**config.mk**
```make
export PLATFORM = sky130hd
export DESIGN_NAME = irq_and_output_mux
export DESIGN_NICKNAME = d
export VERILOG_FILES = /design/src/rtl/pinmux_pkg.sv /design/src/rtl/irq_and_output_mux.sv
export VERILOG_INCLUDE_DIRS = /design/src /design/src/rtl
export SDC_FILE = /design/constraint.sdc
export NUM_CORES = 1
export LEC_CHECK = 0
export ABC_AREA = 0
export BUFFER_PORTS_ARGS = -buffer_cell sky130_fd_sc_hd__buf_2
export CAP_MARGIN = 20
export CORE_MARGIN = 10
export CORE_UTILIZATION = 50
export CTS_BUF_LIST = sky130_fd_sc_hd__clkbuf_8 sky130_fd_sc_hd__clkbuf_16
export DETAILED_ROUTE_END_ITERATION = 6
export PLACE_DENSITY = 0.81
export SLEW_MARGIN = 20
export SYNTH_ARGS = -nofsm -noshare
export SYNTH_HDL_FRONTEND = slang
export SYNTH_SLANG_ARGS = --single-unit
```
**constraint.sdc**
```tcl
create_clock -name clk_sys -period 5.4 [get_ports clk_sys]
set_clock_uncertainty 0.2 [all_clocks]
set_input_delay 1.08 -clock clk_sys [delete_from_list [all_inputs] [get_ports clk_sys]]
set_output_delay 1.08 -clock clk_sys [all_outputs]
set_load 0.01 [all_outputs]
```
**src/rtl/pinmux_cfg.svh**
```systemverilog
// Register map, field positions, reset values and timing counts
`ifndef PINMUX_CFG_SVH
`define PINMUX_CFG_SVH
`define OFS_IRQ_RAW     8'h00
`define OFS_IRQ_MASKED  8'h04
`define OFS_IRQ_ENABLE  8'h08
`define OFS_IRQ_EN_SET  8'h0c
`define OFS_IRQ_EN_CLR  8'h10
`define OFS_SEL_OUT0    8'h14
`define OFS_SEL_OUT1    8'h18
`define OFS_SEL_OUT2    8'h1c
`define OFS_SEL_OUT3    8'h20
`define OFS_CLKREC_CTRL 8'h24
`define OFS_GPO         8'h28
`define OFS_PROG_IN     8'h2c
`define OFS_IF_MODE     8'h30
`define OFS_CODE_BYP    8'h34
`define OFS_CLK_TAP     8'h38
`define IF_MODE_MAC_BIT 0
`define IF_MODE_RF_BIT  1
`define SEL_SRC_LSB     0
`define SEL_IDX_LSB     4
`define RST_SEL         8'h00
`define RST_GPO         5'h00
`define RST_IF_MODE     2'h0
`define RST_CODE_BYP    6'h00
`define RST_CLK_TAP     3'h0
`define RST_IRQ_EN      16'h0000
`define CLK_PERIOD_NS   10
`define SETTLE_NS       15000
`define SETTLE_CYC      ((`SETTLE_NS + `CLK_PERIOD_NS - 1) / `CLK_PERIOD_NS)
`define AXI_OKAY        2'b00
`define AXI_SLVERR      2'b10
`endif

```
**src/rtl/pinmux_pkg.sv**
```systemverilog
// Types shared by the interrupt and pin multiplexer block
package pinmux_pkg;
  typedef enum logic [3:0] {
    SRC_GPO     = 4'h0,
    SRC_IRQ     = 4'h1,
    SRC_CLK     = 4'h2,
    SRC_WAKEUP  = 4'h3,
    SRC_TX_ACT  = 4'h4,
    SRC_TX_ACTN = 4'h5,
    SRC_RX_ACT  = 4'h6,
    SRC_RX_ACTN = 4'h7,
    SRC_RF_TXD  = 4'h8,
    SRC_RF_TXC  = 4'h9,
    SRC_MAC_RXD = 4'ha,
    SRC_MAC_RXC = 4'hb,
    SRC_MIRROR  = 4'hc
  } out_src_e;
  typedef enum logic [1:0] {
    BUS_IDLE = 2'b00,
    BUS_RESP = 2'b01
  } bus_state_e;
  typedef struct packed {
    logic tx_if;
    logic tx_radio_stage;
    logic rx_if;
    logic rx_radio_stage;
  } stage_en_s;
  typedef struct packed {
    logic fec_enc;
    logic crc_enc;
    logic whiten;
    logic fec_dec;
    logic crc_chk;
    logic dewhiten;
  } code_byp_s;
endpackage : pinmux_pkg

```
**src/rtl/irq_and_output_mux.sv**
```systemverilog
// Interrupt views, programmable output pins, bypass modes and coding bypass
//
// Implementation choices: the register addresses and register access over AXI4-Lite.
`include "pinmux_cfg.svh"

// What this block does
// - Raw, masked and enable registers identify any interrupt source in three reads.
// - Raw, masked and enable views exist; only enabled sources drive the request.
// - Separate set and clear registers change only the written enable bits.
// - Five programmable outputs; four select registers plus clock recovery control.
// - Two mode bits select medium access or radio bypass; medium access wins.
// - Select value zero, the reset value, routes a general output to the pin.
// - Each general output drives the last value written to its bit.
// - General outputs are forced low while the transceiver sleeps.
// - Raw interrupt sources can be selected onto outputs 0, 1, 3 and 4.
// - Output 3 can carry a clock tapped from a ripple counter.
// - Transmit strobe high while both transmit stages enabled; settle 15 us; inverted copy.
// - Receive strobe high while both receive stages enabled; settle 15 us; inverted copy.
// - A base station source carries the wakeup on-off keyed pattern.
// - Output 4 can mirror outputs 0 to 3 or either strobe polarity.
// - Three programmable inputs are readable and feed bypass modes.
// - Medium access bypass skips both datapaths except recovery and correlation.
// - Radio bypass puts modulator data and clock out, converter data from inputs.
// - Transmit encoder, CRC and whitening stages each bypassable by register.
// - Receive decoder, CRC check and dewhitening each bypassable by register.
module irq_and_output_mux #(
  parameter int IRQ_W = 16,
  parameter int CNT_W = 8,
  parameter int SETTLE_CYCLES = `SETTLE_CYC
) (
  input  wire logic                 clk_sys,
  input  wire logic                 arst_n,
  input  wire logic [7:0]           s_axi_awaddr,
  input  wire logic                 s_axi_awvalid,
  output logic                      s_axi_awready,
  input  wire logic [31:0]          s_axi_wdata,
  input  wire logic [3:0]           s_axi_wstrb,
  input  wire logic                 s_axi_wvalid,
  output logic                      s_axi_wready,
  output logic [1:0]                s_axi_bresp,
  output logic                      s_axi_bvalid,
  input  wire logic                 s_axi_bready,
  input  wire logic [7:0]           s_axi_araddr,
  input  wire logic                 s_axi_arvalid,
  output logic                      s_axi_arready,
  output logic [31:0]               s_axi_rdata,
  output logic [1:0]                s_axi_rresp,
  output logic                      s_axi_rvalid,
  input  wire logic                 s_axi_rready,
  input  wire logic [IRQ_W-1:0]     irq_src,
  input  wire logic                 sleep,
  input  wire pinmux_pkg::stage_en_s stage_en,
  input  wire logic                 wakeup_ook_pattern,
  input  wire logic                 mod_tx_data,
  input  wire logic                 mod_tx_clk,
  input  wire logic                 corr_rx_data,
  input  wire logic                 corr_rx_clk,
  input  wire logic                 prog_in_0,
  input  wire logic                 prog_in_1,
  input  wire logic                 prog_in_2,
  output logic                      prog_out_0,
  output logic                      prog_out_1,
  output logic                      prog_out_2,
  output logic                      prog_out_3,
  output logic                      prog_out_4,
  output logic                      irq_req,
  output logic                      mac_bypass_on,
  output logic                      rf_bypass_on,
  output logic                      bypass_rx_data,
  output logic                      bypass_tx_data,
  output logic                      corr_bypass,
  output pinmux_pkg::code_byp_s     code_byp,
  output logic                      tx_active,
  output logic                      rx_active,
  output logic                      tx_settled,
  output logic                      rx_settled
);

  // Software-visible registers, plus internal counters, input syncs and decodes
  logic [IRQ_W-1:0] irq_en_reg;
  logic [7:0]       sel_reg [0:4];
  logic [4:0]       gpo_reg;
  logic [1:0]       if_mode_reg;
  logic [5:0]       code_byp_reg;
  logic [2:0]       clk_tap_reg;
  logic [CNT_W-1:0] ripple_reg;
  logic [2:0]       pin_s1_reg, pin_s2_reg, pin_s3_reg, pin_reg;
  logic [15:0]      tx_cnt_reg, rx_cnt_reg;
  logic [IRQ_W-1:0] irq_masked, en_lane;
  logic             mac_eff, rf_eff, tx_act_now, rx_act_now, clk_tap, pin4_val;
  logic [3:0]       pin_val;

  // Bus handshake state
  pinmux_pkg::bus_state_e wr_state_reg, rd_state_reg;
  logic             aw_have_reg, w_have_reg, wr_fire, wr_hit, rd_hit;
  logic [7:0]       waddr_reg;
  logic [31:0]      wdata_reg;
  logic [3:0]       wstrb_reg;
  logic [31:0]      rd_value;

  // Masked view and mode priority
  assign irq_masked = irq_src & irq_en_reg;
  assign mac_eff    = if_mode_reg[`IF_MODE_MAC_BIT];
  assign rf_eff     = if_mode_reg[`IF_MODE_RF_BIT] & ~mac_eff;
  assign tx_act_now = stage_en.tx_if & stage_en.tx_radio_stage;
  assign rx_act_now = stage_en.rx_if & stage_en.rx_radio_stage;
  assign clk_tap    = ripple_reg[clk_tap_reg];

  // Source picker shared by all five pins; pin restricts irq and clock
  function automatic logic pick(input logic [7:0] sel, input int pin);
    logic [3:0] idx;
    logic       v;
    idx = sel[`SEL_IDX_LSB +: 4];
    v   = 1'b0;
    case (pinmux_pkg::out_src_e'(sel[`SEL_SRC_LSB +: 4]))
      pinmux_pkg::SRC_GPO:     v = gpo_reg[pin] & ~sleep;
      pinmux_pkg::SRC_IRQ:     v = (pin != 2) & irq_src[idx];
      pinmux_pkg::SRC_CLK:     v = (pin == 3) & clk_tap;
      pinmux_pkg::SRC_WAKEUP:  v = wakeup_ook_pattern;
      pinmux_pkg::SRC_TX_ACT:  v = tx_act_now;
      pinmux_pkg::SRC_TX_ACTN: v = ~tx_act_now;
      pinmux_pkg::SRC_RX_ACT:  v = rx_act_now;
      pinmux_pkg::SRC_RX_ACTN: v = ~rx_act_now;
      pinmux_pkg::SRC_RF_TXD:  v = rf_eff & mod_tx_data;
      pinmux_pkg::SRC_RF_TXC:  v = rf_eff & mod_tx_clk;
      pinmux_pkg::SRC_MAC_RXD: v = mac_eff & corr_rx_data;
      pinmux_pkg::SRC_MAC_RXC: v = mac_eff & corr_rx_clk;
      default:                 v = 1'b0;
    endcase
    return v;
  endfunction : pick

  // Pins 0 to 3 from their own selects
  always_comb begin
    for (int p = 0; p < 4; p++) begin
      pin_val[p] = pick(sel_reg[p], p);
    end
  end

  // Pin 4 may mirror another pin rather than pick a source itself
  always_comb begin
    if (sel_reg[4][`SEL_SRC_LSB +: 4] == 4'(pinmux_pkg::SRC_MIRROR)) begin
      pin4_val = pin_val[sel_reg[4][`SEL_IDX_LSB +: 2]];
    end else begin
      pin4_val = pick(sel_reg[4], 4);
    end
  end

  // All pin outputs registered so they never glitch on select changes
  always_ff @(posedge clk_sys or negedge arst_n) begin
    if (!arst_n) begin
      {prog_out_4, prog_out_3, prog_out_2, prog_out_1, prog_out_0} <= 5'h00;
    end else begin
      {prog_out_4, prog_out_3, prog_out_2, prog_out_1, prog_out_0} <= {pin4_val, pin_val};
    end
  end

  // Interrupt request from the masked view
  always_ff @(posedge clk_sys or negedge arst_n) begin
    if (!arst_n) begin
      irq_req <= 1'b0;
    end else begin
      irq_req <= |irq_masked;
    end
  end

  // Free-running counter; its bits are the clock taps
  always_ff @(posedge clk_sys or negedge arst_n) begin
    if (!arst_n) begin
      ripple_reg <= '0;
    end else begin
      ripple_reg <= ripple_reg + 1'b1;
    end
  end

  // Three-stage input sync; value only moves when stages two and three agree
  always_ff @(posedge clk_sys or negedge arst_n) begin
    if (!arst_n) begin
      {pin_s1_reg, pin_s2_reg, pin_s3_reg, pin_reg} <= 12'h000;
    end else begin
      pin_s1_reg <= {prog_in_2, prog_in_1, prog_in_0};
      pin_s2_reg <= pin_s1_reg;
      pin_s3_reg <= pin_s2_reg;
      for (int i = 0; i < 3; i++) begin
        if (pin_s2_reg[i] == pin_s3_reg[i]) begin
          pin_reg[i] <= pin_s3_reg[i];
        end
      end
    end
  end

  // Bypass routing and mode outputs
  always_ff @(posedge clk_sys or negedge arst_n) begin
    if (!arst_n) begin
      {mac_bypass_on, rf_bypass_on, bypass_rx_data, bypass_tx_data, corr_bypass} <= 5'h00;
      code_byp       <= '0;
    end else begin
      mac_bypass_on  <= mac_eff;
      rf_bypass_on   <= rf_eff;
      // Converter data replaced by input 0 only in radio bypass
      bypass_rx_data <= rf_eff & pin_reg[0];
      // Application transmit data enters on input 1 in medium access bypass
      bypass_tx_data <= mac_eff & pin_reg[1];
      // Input 2 lets the application take over correlation itself
      corr_bypass    <= mac_eff & pin_reg[2];
      code_byp       <= pinmux_pkg::code_byp_s'(code_byp_reg);
    end
  end

  // Strobes and their settle counters; drop is immediate on stage disable
  always_ff @(posedge clk_sys or negedge arst_n) begin
    if (!arst_n) begin
      {tx_active, rx_active, tx_settled, rx_settled} <= 4'h0;
      tx_cnt_reg <= 16'h0000;
      rx_cnt_reg <= 16'h0000;
    end else begin
      tx_active <= tx_act_now;
      rx_active <= rx_act_now;
      if (!tx_act_now) begin
        tx_cnt_reg <= 16'h0000;
        tx_settled <= 1'b0;
      end else if (tx_cnt_reg < 16'(SETTLE_CYCLES)) begin
        tx_cnt_reg <= tx_cnt_reg + 16'h0001;
      end else begin
        tx_settled <= 1'b1;
      end
      if (!rx_act_now) begin
        rx_cnt_reg <= 16'h0000;
        rx_settled <= 1'b0;
      end else if (rx_cnt_reg < 16'(SETTLE_CYCLES)) begin
        rx_cnt_reg <= rx_cnt_reg + 16'h0001;
      end else begin
        rx_settled <= 1'b1;
      end
    end
  end

  // Write decode: full-word registers, byte strobes on the wide ones
  assign wr_fire = aw_have_reg & w_have_reg & (wr_state_reg == pinmux_pkg::BUS_IDLE);
  assign en_lane = wdata_reg[IRQ_W-1:0] & IRQ_W'({{8{wstrb_reg[1]}}, {8{wstrb_reg[0]}}});
  always_comb begin
    case (waddr_reg)
      `OFS_IRQ_EN_SET, `OFS_IRQ_EN_CLR, `OFS_SEL_OUT0, `OFS_SEL_OUT1,
      `OFS_SEL_OUT2, `OFS_SEL_OUT3, `OFS_CLKREC_CTRL, `OFS_GPO,
      `OFS_IF_MODE, `OFS_CODE_BYP, `OFS_CLK_TAP: wr_hit = 1'b1;
      default: wr_hit = 1'b0;
    endcase
  end

  // Enable register: set and clear act only on the written ones
  always_ff @(posedge clk_sys or negedge arst_n) begin
    if (!arst_n) begin
      irq_en_reg <= `RST_IRQ_EN;
    end else if (wr_fire && waddr_reg == `OFS_IRQ_EN_SET) begin
      irq_en_reg <= irq_en_reg | en_lane;
    end else if (wr_fire && waddr_reg == `OFS_IRQ_EN_CLR) begin
      irq_en_reg <= irq_en_reg & ~en_lane;
    end
  end

  // Select, value and mode registers, low byte lane only
  always_ff @(posedge clk_sys or negedge arst_n) begin
    if (!arst_n) begin
      for (int i = 0; i < 5; i++) begin
        sel_reg[i] <= `RST_SEL;
      end
      gpo_reg      <= `RST_GPO;
      if_mode_reg  <= `RST_IF_MODE;
      code_byp_reg <= `RST_CODE_BYP;
      clk_tap_reg  <= `RST_CLK_TAP;
    end else if (wr_fire && wstrb_reg[0]) begin
      case (waddr_reg)
        `OFS_SEL_OUT0:    sel_reg[0]   <= wdata_reg[7:0];
        `OFS_SEL_OUT1:    sel_reg[1]   <= wdata_reg[7:0];
        `OFS_SEL_OUT2:    sel_reg[2]   <= wdata_reg[7:0];
        `OFS_SEL_OUT3:    sel_reg[3]   <= wdata_reg[7:0];
        `OFS_CLKREC_CTRL: sel_reg[4]   <= wdata_reg[7:0];
        `OFS_GPO:         gpo_reg      <= wdata_reg[4:0];
        `OFS_IF_MODE:     if_mode_reg  <= wdata_reg[1:0];
        `OFS_CODE_BYP:    code_byp_reg <= wdata_reg[5:0];
        `OFS_CLK_TAP:     clk_tap_reg  <= wdata_reg[2:0];
        default:          clk_tap_reg  <= clk_tap_reg;
      endcase
    end
  end

  // Write channel: address and data taken in either order, then response
  always_ff @(posedge clk_sys or negedge arst_n) begin
    if (!arst_n) begin
      wr_state_reg  <= pinmux_pkg::BUS_IDLE;
      aw_have_reg   <= 1'b0;
      w_have_reg    <= 1'b0;
      waddr_reg     <= 8'h00;
      wdata_reg     <= 32'h0000_0000;
      wstrb_reg     <= 4'h0;
      s_axi_awready <= 1'b0;
      s_axi_wready  <= 1'b0;
      s_axi_bvalid  <= 1'b0;
      s_axi_bresp   <= `AXI_OKAY;
    end else begin
      s_axi_awready <= ~aw_have_reg & ~(s_axi_awvalid & s_axi_awready)
                       & (wr_state_reg == pinmux_pkg::BUS_IDLE);
      s_axi_wready  <= ~w_have_reg & ~(s_axi_wvalid & s_axi_wready)
                       & (wr_state_reg == pinmux_pkg::BUS_IDLE);
      if (s_axi_awvalid && s_axi_awready) begin
        aw_have_reg <= 1'b1;
        waddr_reg   <= {s_axi_awaddr[7:2], 2'b00};
      end
      if (s_axi_wvalid && s_axi_wready) begin
        w_have_reg <= 1'b1;
        wdata_reg  <= s_axi_wdata;
        wstrb_reg  <= s_axi_wstrb;
      end
      case (wr_state_reg)
        pinmux_pkg::BUS_IDLE: begin
          if (wr_fire) begin
            aw_have_reg   <= 1'b0;
            w_have_reg    <= 1'b0;
            s_axi_awready <= 1'b0;
            s_axi_wready  <= 1'b0;
            s_axi_bvalid  <= 1'b1;
            s_axi_bresp   <= wr_hit ? `AXI_OKAY : `AXI_SLVERR;
            wr_state_reg  <= pinmux_pkg::BUS_RESP;
          end
        end
        pinmux_pkg::BUS_RESP: begin
          s_axi_awready <= 1'b0;
          s_axi_wready  <= 1'b0;
          if (s_axi_bready) begin
            s_axi_bvalid <= 1'b0;
            wr_state_reg <= pinmux_pkg::BUS_IDLE;
          end
        end
        default: wr_state_reg <= pinmux_pkg::BUS_IDLE;
      endcase
    end
  end

  // Read decode: raw, masked and enable views give the source in three reads
  always_comb begin
    rd_value = 32'h0000_0000;
    rd_hit   = 1'b1;
    case ({s_axi_araddr[7:2], 2'b00})
      `OFS_IRQ_RAW:     rd_value[IRQ_W-1:0] = irq_src;
      `OFS_IRQ_MASKED:  rd_value[IRQ_W-1:0] = irq_masked;
      `OFS_IRQ_ENABLE:  rd_value[IRQ_W-1:0] = irq_en_reg;
      `OFS_IRQ_EN_SET, `OFS_IRQ_EN_CLR: rd_value = 32'h0000_0000; // Write-only, read as zero
      `OFS_SEL_OUT0:    rd_value[7:0] = sel_reg[0];
      `OFS_SEL_OUT1:    rd_value[7:0] = sel_reg[1];
      `OFS_SEL_OUT2:    rd_value[7:0] = sel_reg[2];
      `OFS_SEL_OUT3:    rd_value[7:0] = sel_reg[3];
      `OFS_CLKREC_CTRL: rd_value[7:0] = sel_reg[4];
      `OFS_GPO:         rd_value[4:0] = gpo_reg;
      `OFS_PROG_IN:     rd_value[2:0] = pin_reg;
      `OFS_IF_MODE:     rd_value[1:0] = if_mode_reg;
      `OFS_CODE_BYP:    rd_value[5:0] = code_byp_reg;
      `OFS_CLK_TAP:     rd_value[2:0] = clk_tap_reg;
      default:          rd_hit = 1'b0;
    endcase
  end

  // Read channel: one outstanding read, answer the cycle after acceptance
  always_ff @(posedge clk_sys or negedge arst_n) begin
    if (!arst_n) begin
      rd_state_reg  <= pinmux_pkg::BUS_IDLE;
      s_axi_arready <= 1'b0;
      s_axi_rvalid  <= 1'b0;
      s_axi_rdata   <= 32'h0000_0000;
      s_axi_rresp   <= `AXI_OKAY;
    end else begin
      case (rd_state_reg)
        pinmux_pkg::BUS_IDLE: begin
          s_axi_arready <= 1'b1;
          if (s_axi_arvalid && s_axi_arready) begin
            s_axi_arready <= 1'b0;
            s_axi_rvalid  <= 1'b1;
            s_axi_rdata   <= rd_value;
            s_axi_rresp   <= rd_hit ? `AXI_OKAY : `AXI_SLVERR;
            rd_state_reg  <= pinmux_pkg::BUS_RESP;
          end
        end
        pinmux_pkg::BUS_RESP: begin
          if (s_axi_rready) begin
            s_axi_rvalid <= 1'b0;
            rd_state_reg <= pinmux_pkg::BUS_IDLE;
          end
        end
        default: rd_state_reg <= pinmux_pkg::BUS_IDLE;
      endcase
    end
  end

endmodule : irq_and_output_mux

```
# Yosys cells after proc, flatten, opt, wreduce, memory -nomap -nowiden
# Index checks and enable logic that the tools add are counted.
[word_totals]
reg_bits = 200
latchBits = 0
ram_bits = 0
rom_bits = 0
inputBits = 88
output_inout_bits = 62
word_cells = 287
n_memories = 0
[op_classes]
n_addsub = 3
n_mul = 0
div = 0
magnitude_cmp = 8
eq_ne = 89
shift = 0
mux = 61
bitwise_logic = 36
n_reduce_logical = 35
[op_table]
columns = ["operator", "n"]
rows = [
  ["$mux W16", 6],
  ["$eq A4 B4 Y1 const B", 21],
  ["$eq A4 B3 Y1 const B", 20],
  ["$eq A6 B4 Y1 const B", 13],
  ["$and A16 B16 Y16", 3],
  ["$eq A6 B3 Y1 const B", 8],
  ["$pmux W1 S11", 3],
  ["$add A16 B1 Y16 const B", 2],
  ["$lt A16 B11 Y1 const B", 2],
  ["$mux W1", 26],
  ["$pmux W2 S13", 1],
  ["$reduce_and A2 Y1", 13],
  ["$eq A4 B2 Y1 const B", 6],
  ["$pmux W1 S12", 2],
  ["$pmux W8 S3", 1],
  ["$and A1 B1 Y1", 23],
  ["$logic_not A4 Y1", 5],
  ["$lt A4 B5 Y1 const B", 4],
  ["$pmux W2 S10", 1],
  ["$eq A6 B2 Y1 const B", 3],
  ["$bmux W1 S4", 4],
  ["$eq A4 B1 Y1 const B", 4],
  ["$not A16 Y16", 1],
  ["$or A16 B16 Y16", 1],
  ["25 further kinds", 59],
]

# Depth between registers and ports, before layout
# Gate-level depths: netlist of the first run.
[depth]
depth_word = 7
depth_mapped = 8
ltp_nobuf = 7

# Least setup slack after synthesis of the first run
# No wires, ideal clock.
[synth_path]
path_type = "input to register"
start = "input port s_axi_araddr[2]"
end = "register s_axi_rdata[4]"
setup_ps = 76
arrival_ps = 2425
required_ps = 5124
setup_slack_ps = 2698
stages = 8
n_path_buf = 2
path_cell_list = "or4b_1 > buf_2 > nor3_2 > buf_2 > a32oi_1 > o211ai_1 > a21oi_1 > o21ai_1"
[synth_between]
elab_chain_len = 2
elab_cells_between_ends = 11
cone_classes = "9 x eq/ne; 1 x mux; 1 x reduce/logical"
[synth_lines]
columns = ["item", "line_no", "source"]
rows = [
  ["from (decl)", "irq_and_output_mux.sv:43", "input wire logic [7:0] s_axi_araddr,"],
  ["$eq A6 B4 Y1 (tied with other cells)", "irq_and_output_mux.sv:343", "case ({s_axi_araddr[7:2], 2'b00})"],
  ["$pmux W2 S10 *", "irq_and_output_mux.sv:343", ""],
  ["to (signal assigned)", "irq_and_output_mux.sv:377", "s_axi_rdata <= rd_value;"],
  ["to (decl)", "irq_and_output_mux.sv:46", "output logic [31:0] s_axi_rdata,"],
]
# Mark *: on every way between the ends. The rest lies on a longest branch, timed or not.
# A chain may end at the register's enable or synchronous reset.

# Final worst setup path of the first run
[layout_path]
start = "input port s_axi_araddr[2]"
end = "register s_axi_rdata[7]"
[layout_between]
elab_chain_len = 2
elab_cells_between_ends = 9
cone_classes = "7 x eq/ne; 1 x mux; 1 x reduce/logical"
[layout_lines]
columns = ["item", "line_no"]
rows = [
  ["$eq A6 B4 Y1 (tied with other cells)", "irq_and_output_mux.sv:343"],
  ["$pmux W2 S8 *", "irq_and_output_mux.sv:343"],
]
# Marks and branches as above.

==> results of run 1 <==
[report_power, final]
part           switching (mW)  total [mW]  internal, mW
sequential              0.480        2.24          1.76
clock                   0.621        1.29         0.669
combinational           0.500        1.03         0.532
total                    1.60        4.57          2.96
[how the worst max path moves through the flow]
| stage | startpoint | to | slack [ns] | cells past startpoint |
|---|---|---|---|---|
| global route | s_axi_araddr[2] | s_axi_rdata[7] | 2.03 | 7 |
| finish | s_axi_araddr[2] | s_axi_rdata[7] | 2.16 | 7 |
| global placement | s_axi_araddr[2] | s_axi_rdata[0] | 1.80 | 7 |
| floorplan | s_axi_araddr[2] | s_axi_rdata[4] | 2.70 | 8 |
| CTS | s_axi_araddr[2] | s_axi_rdata[7] | 2.20 | 7 |
| detailed placement | s_axi_araddr[2] | s_axi_rdata[7] | 1.75 | 7 |
[routing by layer]
metal | up-vias | routed length [µm] | share of wire, % | global-route usage, %
li1 | 3304 | - | - | -
met1 | 3611 | 11300 | 43 | 27.4
met2 | 349 | 11700 | 45 | 30.2
met3 | 67 | 2120 | 8.1 | 5.21
met4 | 0 | 927 | 3.6 | 8.81
met5 | - | 0 | 0 | 0
[worst max-delay path: cells and delay by family]
kind,cells,cell delay (ns)
and+or+nand+nor,2,1.49
AOI/OAI and AO/OA,4,0.56
buffers and inverters,1,0.24
[cells by family after synthesis]
| group | Yosys count | share of synthesized area [%] |
|---|---|---|
| AOI/OAI and AO/OA | 161 | 11.8 |
| xor gates and xnor gates | 28 | 2.49 |
| adders and majority gates | 13 | 1.58 |
| buffers and inverters | 98 | 5.02 |
| DFF | 194 | 49.3 |
| muxes | 137 | 16.5 |
| other | 1 | 0.0381 |
| and+or+nand+nor | 235 | 13.2 |
[stage by stage]
step / hold slack, ns / total power, mW / setup WS [ns]
finish: 0.149 / 4.57 / 2.16
global route: 0.157 / 4.81 / 2.03
CTS: 0.150 / 4.58 / 2.20
detailed placement: 0.135 / 3.28 / 1.75
global placement: 0.134 / 3.23 / 1.80
floorplan: 0.131 / 2.86 / 2.70
[layout by cell type, fill, tap and decap left out, types with 4 or more instances in the layout]
| cell | synthesis | layout |
|---|---|---|
| a22oi_1 | 8 | 8 |
| nor2b_1 | 6 | 6 |
| nor4b_1 | 5 | 5 |
| nor2_1 | 43 | 43 |
| inv_1 | 33 | 33 |
| and3_1 | 18 | 18 |
| dfrtp_1 | 194 | 194 |
| nor3_1 | 9 | 9 |
| a221oi_1 | 15 | 15 |
| a31oi_1 | 12 | 12 |
| nand3b_1 | 6 | 6 |
| a211oi_1 | 5 | 4 |
| a21oi_1 | 24 | 24 |
| o211ai_1 | 4 | 4 |
| mux2i_1 | 32 | 32 |
| nand4_1 | 12 | 12 |
| and2_1 | 4 | 4 |
| inv_8 | 0 | 4 |
| o21ai_0 | 23 | 23 |
| o22ai_1 | 6 | 6 |
| nor3b_1 | 6 | 6 |
| xor2_1 | 17 | 17 |
| ha_1 | 10 | 10 |
| conb_1 | 1 | 18 |
| nand3_1 | 25 | 25 |
| xnor2_1 | 11 | 11 |
| nand2b_1 | 12 | 12 |
| a21o_1 | 11 | 11 |
| a32oi_1 | 8 | 8 |
| clkbuf_16 | 0 | 17 |
| mux4_2 | 11 | 11 |
| mux2_2 | 92 | 92 |
| buf_2 | 10 | 108 |
| inv_6 | 0 | 5 |
| a22o_1 | 13 | 13 |
| nand2_1 | 63 | 63 |
[area by class of cell]
| class | count | share of cell area (%) |
|---|---|---|
| sequential | 194 | 43.9 |
| multi-input combinational | 592 | 41.2 |
| timing repair buffer | 112 | 5.22 |
| clock buffer | 17 | 3.85 |
| tap | 265 | 3.00 |
| clock inverter | 15 | 1.67 |
| inverter | 33 | 1.12 |
==> impl_results.md, run 1 <==
* Status: finished clean
* Reg-to-reg slack, setup at 2.51 ns
* Ys async rst share at 100%
* Global-route wire length before repair at 42.0 mm
* Cell row count at 51
* Worst slew margin at 31.9%
* Vias in the first global route at 7495
* Finished Core Util at 57.0%
* Final wirelength at 26.1 mm
* Reg area at 0.00485 mm²
* Max Slew Vio Count at 0
* Synthesized area at 0.00984 mm²
* Filler cells at 1648
* Initial antenna violation count at 0
* Most common cell in the synthesized netlist: dfrtp_1
* Pin count of the biggest net entering global routing at 121
* Gr usage total at 20.3%
* Placer Congestion at 0.969
* Hold EP: pin_s2_reg[0]
* 1st-iter DRT viols at 726
* Post-route clock period utilization at 60.0%
* EDFF count, synth at 0
* Hold Path Depth at 0
* Die area at 0.0257 mm²
* Area Growth Syn to Fin at 12.4%
* Max reg flops at 40
* Final ANT Viol Nets at 0
* Synth Warn # at 0
* Crit start category: input pin
* Leakage at 5.12 nW
* Register area share after synthesis at 49.3%
* Arr. time, crit path at 3.39 ns
* Total negative slack at 0 ns
* Area leader, netlist: dfrtp_1
* Routed via count at 7331
* Endpoints failing setup at 0
* FMAX at 308 MHz
* RR Endpoint: sel_reg[27]
* Clk_lat worst skew at 0.44 ns
* CORE AREA at 0.0194 mm²
* Crit path capture type: flip-flop
* Post-cts sizing count at 0
* Syn_area_per_cell at 11.4 µm²
* Final nets at 1048
* Top-Level Pins at 150
* Port Buf Inserts at 109
* Cell Count, Final, Fillers Out at 1228
* Worst EP required at 5.55 ns
* Mapped Cells at 867
* Clock H-tree levels at 4
* Cell area power density at 413 mW/mm²
* Setup CP Type: in -> reg
* Die height at 160 µm
* Final hold violation count at 0
* Dpl cell area at 0.0104 mm²
* Fin area at 0.0111 mm²
* Min-delay worst type: reg -> reg
* #FFs+latches synth at 194
* Clk root buf: clkbuf_16
* Peak fanout along the critical path at 21
* RR Startpoint: s_axi_bvalid
* Multi-input gate area at 0.00456 mm²
* Residual DRC at 0
* Reg2reg path depth at 5
* Worst hold start: pin_s1_reg[0]
* Cell variety after synth at 84
* Worst-Margin Slew at 1.02 ns
* Routed WL per cell at 21.2 µm
* Synth cell count leaders: dfrtp_1, mux2_2, nand2_1, nor2_1, inv_1
* Top cells by area, synth: dfrtp_1, mux2_2, mux2i_1
* Ordered list of cells on the worst path: buf_2 -> or4b_1 -> nor3_2 -> a32oi_1 -> o311ai_0 -> a21oi_1 -> o21ai_0
* Minimum clock period after layout at 3.24 ns
* Overflow after GRT at 0
* Synth top area share at 49.3%
* Post-CTS setup buffers at 0
* Total of max-cap violations at 0
* Die width at 160 µm
* Sink Count at 194
* Placed cells at 1196
* Max Buffers Root-to-Sink at 2
* CTS Hold Bufs at 0
* Starting Density at 50.7%
* DPL Wire Length at 18.9 mm
* Slowest CP cell: or4b_1
* Antenna fix cells at 0
* Layout cells sized above 1 at 28.2%
* Pre-antenna DRT Iters at 6
* CTS buffer count at 17
* Top FF cell, synth: dfrtp_1
* CTS tree: yes
* Post-DR vias/cell at 5.97
* Unrepaired setup endpoints after global routing: no
* Peak VDD IR at 220 µV
* Reg clk slew, reported paths at 0.07 ns
* Max incr delay on CP at 0.79 ns
Note: power is estimated with default switching activity, not from simulation.
==> inputs of run 2 (changes only) <==
==> constraint.sdc (replaced) <==
create_clock -name clk_sys -period 3.1 [get_ports clk_sys]
set_clock_uncertainty 0.2 [all_clocks]
set_input_delay 0.62 -clock clk_sys [delete_from_list [all_inputs] [get_ports clk_sys]]
set_output_delay 0.62 -clock clk_sys [all_outputs]
set_load 0.01 [all_outputs]
==> run 2 against run 1 <==
- the run now ends with DRC left
- via count rose by 0.45%
- sequential cell count unchanged
- highest routed layer is now met5
- largest cell class unchanged
- first-iteration DRC count is 9.5% higher
- combinational power is 78% higher
- routed wire length down 1.9%
==> impl_results.md, run 2 (synthesis results as in run 1) <==
* Status: finished, violations left
* Failing checks: DRC
* Arr. time, crit path at 2.85 ns
* Peak fanout along the critical path at 9
* Gr usage total at 20.0%
* Total negative slack at 0 ns
* Area Growth Syn to Fin at 13.4%
* Clk root buf: clkbuf_16
* Setup CP Type: reg -> reg
* Die width at 160 µm
* Comb pwr share at 23.3%
* Port Buf Inserts at 109
* Overflow after GRT at 0
* Sequential share of power at 49.4%
* Global-route wire length before repair at 41.6 mm
* Worst-Margin Slew at 0.820 ns
* Cell area power density at 705 mW/mm²
* Unrepaired setup endpoints after global routing: no
* Cell Count, Final, Fillers Out at 1243
* Max reg flops at 40
* Cell row count at 51
* Routed via count at 7364
* Post-route clock period utilization at 87.3%
* Clk_lat worst skew at 0.44 ns
* Die area at 0.0257 mm²
* Pre-antenna DRT Iters at 7
* Layout cells sized above 1 at 29.1%
* Routed WL per cell at 20.6 µm
* CTS buffer count at 17
* Crit path capture type: flip-flop
* Final nets at 1063
* Commonest non-fill, non-tap cell in the layout: dfrtp_1
* Clock H-tree levels at 4
* Switching Share at 35.1%
* Setup crit start: sel_reg[32]
* Max Slew Vio Count at 0
* Internal power at 5.11 mW
* Die height at 160 µm
* Top-Level Pins at 150
* Leakage at 5.19 nW
* Min-delay worst type: in -> reg
* Final hold violation count at 0
* Post-DR vias/cell at 5.92
* Ordered list of cells on the worst path: nor4b_1 -> nor4bb_1 -> or4_4 -> nand3b_2 -> o2111ai_1
* Initial antenna violation count at 0
* Residual DRC at 1
* Reg2reg path depth at 5
* Worst hold start: prog_in_2
* Max incr delay on CP at 0.72 ns
* Placer Congestion at 1.03
* Clock network power share at 27.3%
* CTS tree: yes
* Total of max-cap violations at 0
* Vias in the first global route at 7401
* Max Buffers Root-to-Sink at 2
* CORE AREA at 0.0194 mm²
* Reg-to-reg slack, setup at 0.39 ns
* Worst EP required at 3.24 ns
* Slowest CP cell: nor4b_1
* DPL Wire Length at 18.9 mm
* Peak VDD IR at 407 µV
* Reg clk slew, reported paths at 0.08 ns
* Worst slew margin at 44.6%
* Minimum clock period after layout at 2.71 ns
* FMAX at 370 MHz
* Starting Density at 50.7%
* Endpoints failing setup at 0
* Most frequent cells in the layout: dfrtp_1, buf_2, mux2_2, nand2_1, nor2_1
* 1st-iter DRT viols at 795
* Final wirelength at 25.6 mm
* Sink Count at 194
* Placed cells at 1210
* Crit start category: flip-flop
* Final ANT Viol Nets at 0
* RR Startpoint: sel_reg[32]
* Antenna fix cells at 0
* Hold Path Depth at 1
* Net Sw Power at 2.76 mW
* Pin count of the biggest net entering global routing at 67
==> run 2: cell count changes in the layout (fill, tap and decap cells not counted), sizes merged <==
cell | before | now
dlygate4sd3 | 0 | 1
clkinvlp | 0 | 2
inv | 42 | 41
bufinv | 1 | 0
clkinv | 5 | 4
clkbuf | 18 | 19
buf | 111 | 125
==> run 2: timing repair <==
action	4_1_cts	5_1_grt
hold buffers	1	0
resized for setup	0	0
hold endpoints to repair	33	0
buffers inserted	0	0
==> run 2: final cells by class <==
class                           count  area (µm²)
Sequential cell                   194        4850
Multi-Input combinational cell    592        4560
Fill cell                        1654        8240
Timing Repair Buffer              127         717
Clock buffer                       18         439
Clock inverter                     14         139
Tap cell                          265         332
Inverter                           33         124
==> run 2: worst max-delay path: cells and delay by family (launching register included) <==
kind	cells	cell delay (ns)
AO/OA/AOI/OAI	1	0.09
AND/OR/NAND/NOR	4	1.75
flip-flops	1	0.57
==> run 2: power groups by stage <==
| stage | Clock, mW | Sequential (mW) | Combinational, mW |
|---|---|---|---|
| 2_1_floorplan | 0 | 3.50 | 1.49 |
| 3_3_place_gp | 0 | 3.87 | 1.77 |
| 3_5_place_dp | 0 | 3.90 | 1.82 |
| 4_1_cts | 2.20 | 3.86 | 1.84 |
| 5_1_grt | 2.30 | 3.97 | 2.02 |
| 6_report | 2.15 | 3.89 | 1.83 |
==> run 2: path summary, 6_finish.rpt <==
check,endpoint
setup / recovery,prog_out_4
setup reg to reg,prog_out_4
min in group asynchronous,pin_s1_reg[1]
hold / removal,pin_s1_reg[2]
hold reg to reg,pin_s2_reg[0]
max in group asynchronous,s_axi_rdata[12]
==> run 2: metrics by stage <==
step / cell area, µm² / utilization (%) / hold slack (ns) / setup WS, ns / total power, mW
6_report: 11200 / 57.5 / 0.0914 / 0.394 / 7.87
4_1_cts: 11200 / 57.5 / 0.0822 / 0.539 / 7.89
5_1_grt: 11200 / 57.5 / 0.0788 / 0.436 / 8.29
3_3_place_gp: 10600 / 54.5 / 0.132 / 0.451 / 5.65
2_1_floorplan: 9900 / - / 0.124 / 0.858 / 4.99
3_5_place_dp: 10600 / 54.5 / 0.137 / 0.439 / 5.72
==> run 2: per-layer routing <==
metal	GRT usage (%)	wire [µm]	vias to the layer above
li1	-	-	3343
met1	27.7	11300	3621
met2	30.3	11600	343
met3	4.75	2020	55
met4	6.55	736	2
met5	0	21	-
==> inputs of run 3 (changes only) <==
--- a/config.mk
+++ b/config.mk
@@ -13,6 +13,7 @@
 export CORE_UTILIZATION = 50
 export CTS_BUF_LIST = sky130_fd_sc_hd__clkbuf_8 sky130_fd_sc_hd__clkbuf_16
 export DETAILED_ROUTE_END_ITERATION = 6
+export GPL_ROUTABILITY_DRIVEN = 1
 export PLACE_DENSITY = 0.81
 export SLEW_MARGIN = 20
 export SYNTH_ARGS = -nofsm -noshare
==> constraint.sdc (replaced) <==
create_clock -name clk_sys -period 3.05 [get_ports clk_sys]
set_clock_uncertainty 0.2 [all_clocks]
set_input_delay 0.61 -clock clk_sys [delete_from_list [all_inputs] [get_ports clk_sys]]
set_output_delay 0.61 -clock clk_sys [all_outputs]
set_load 0.01 [all_outputs]
==> run 3 against run 2 <==
- die area did not move
- clock power rose by 13%
- routed wire length barely moved
- critical path depth rose by 1
- final cell count barely moved
- the flow finishes with violations (hold timing)
- clock-buffer cell count fell by 1
- fmax fell by 0.84%
- sequential cell count did not move
- combinational power barely moved
- sequential share of layout area fell by 0.27 points
- setup slack got worse by 0.073 ns
- sequential power rose by 2%
==> impl_results.md, run 3 (synthesis results as in run 1) <==
* Slowest CP cell: nor4b_1
* Endpoints failing setup at 0
* Cell area power density at 733 mW/mm²
* Final wirelength at 25.6 mm
* Port Buf Inserts at 109
* Global-route wire length before repair at 40.6 mm
* Routed WL per cell at 20.6 µm
* Max incr delay on CP at 0.74 ns
* Max Used Layer: met4
* Overflow after GRT at 0
* Worst EP required at 3.20 ns
* Residual DRC at 0
* Reg-to-reg slack, setup at 0.32 ns
* Unrepaired setup endpoints after global routing: no
* Clk root buf: clkbuf_16
* Arr. time, crit path at 2.88 ns
* Starting Density at 50.7%
* FMAX at 367 MHz
* Crit start category: flip-flop
* Ordered list of cells on the worst path: nor4b_1 -> o311ai_1 -> a211oi_1 -> or4_4 -> nand3b_2 -> o2111ai_1
* Reg clk slew, reported paths at 0.07 ns
* Failing checks: hold timing
* Die width at 160 µm
* Peak VDD IR at 362 µV
* Max Buffers Root-to-Sink at 2
* Layout cells sized above 1 at 29.2%
* Setup CP Type: reg -> reg
* Reg2reg path depth at 6
* Post-cts sizing count at 0
* Filler cells at 1650
* Pin count of the biggest net entering global routing at 74
* WL met3 at 2.15 mm
* Post-route clock period utilization at 89.5%
* Buf/Inv on CP at 0
* Top-Level Pins at 150
* Leakage at 5.22 nW
* Worst-Margin Slew at 0.852 ns
* Peak fanout along the critical path at 9
* 1st-iter DRT viols at 992
* Die height at 160 µm
* RR Endpoint: prog_out_4
* Final hold violation count at 30
* Sink Count at 194
* CTS buffer count at 17
* Cell row count at 51
* Vias in the first global route at 7290
* Post-CTS setup buffers at 0
* Worst slew margin at 42.4%
* Area Growth Syn to Fin at 14.1%
* Commonest non-fill, non-tap cell in the layout: dfrtp_1
* CTS Hold Bufs at 0
* Most frequent cells in the layout: dfrtp_1, buf_2, mux2_2, nand2_1, nor2_1
* Initial antenna violation count at 1
* Total of max-cap violations at 0
* Metal2 WL at 11.5 mm
* Final nets at 1063
* Crit path capture type: flip-flop
* Min-delay worst type: in -> async
* Total negative slack at 0 ns
* Final ANT Viol Nets at 0
* Status: finished, violations left
* Hold slack at -0.0252 ns
* Clk_lat worst skew at 0.45 ns
* Routed via count at 7312
* Metal1 wirelength at 11.0 mm
* Die area at 0.0257 mm²
* Gr usage total at 19.7%
* CORE AREA at 0.0194 mm²
* Worst path depth at 6
* Pre-antenna DRT Iters at 6
* Minimum clock period after layout at 2.73 ns
* Finished Core Util at 57.9%
* Crit path max-delay family: simple AND/OR/NAND/NOR gates
* Post-DR vias/cell at 5.88
* Max reg flops at 40
* CTS tree: yes
* Placer Congestion at 1.00
* RR Startpoint: sel_reg[32]
* Max Slew Vio Count at 0
* Clock H-tree levels at 4
* DPL Wire Length at 19.0 mm
[run 3: how the worst max path moves through the flow]
stage / start / to / slack (ns)
after floorplan: s_axi_araddr[2] / s_axi_rdata[4] / 0.82
after global placement: irq_src[5] / prog_out_4 / 0.46
after detailed placement: irq_src[0] / prog_out_4 / 0.46
after CTS: sel_reg[32] / prog_out_4 / 0.45
after global routing: sel_reg[32] / prog_out_4 / 0.34
final: sel_reg[32] / prog_out_4 / 0.32
[run 3: per-stage QoR]
step	std cells	setup slack [ns]	instance area (µm²)	hold slack [ns]	power [mW]
5_1_grt	1243	0.344	11200	0.0170	8.64
3_5_place_dp	1211	0.458	10600	0.143	5.82
3_3_place_gp	1211	0.458	10600	0.134	5.74
6_report	1244	0.322	11200	-0.0252	8.23
4_1_cts	1243	0.453	11200	0.00164	8.24
2_1_floorplan	884	0.818	9900	0.114	5.07
[run 3: power breakdown]
part / total [mW] / internal, mW / switching (mW)
clock: 2.42 / 1.33 / 1.09
combinational: 1.86 / 0.959 / 0.905
sequential: 3.95 / 3.12 / 0.822
[run 3: routing by layer]
metal | vias up | GRT usage (%)
met3 | 65 | 4.93
met5 | - | 0
li1 | 3345 | -
met1 | 3572 | 26.6
met2 | 330 | 29.7
met4 | 0 | 8.10
[run 3: final cells by class]
cell class | count | area (µm²) | share of cell area (%)
multi-input cells | 592 | 4560 | 40.6
inverters | 33 | 124 | 1.10
repair buffers | 127 | 714 | 6.36
clock inverters | 15 | 221 | 1.97
well taps | 265 | 332 | 2.95
diodes | 1 | 2.50 | 0.0223
clock buffers | 17 | 425 | 3.79
flip-flops and latches | 194 | 4850 | 43.2
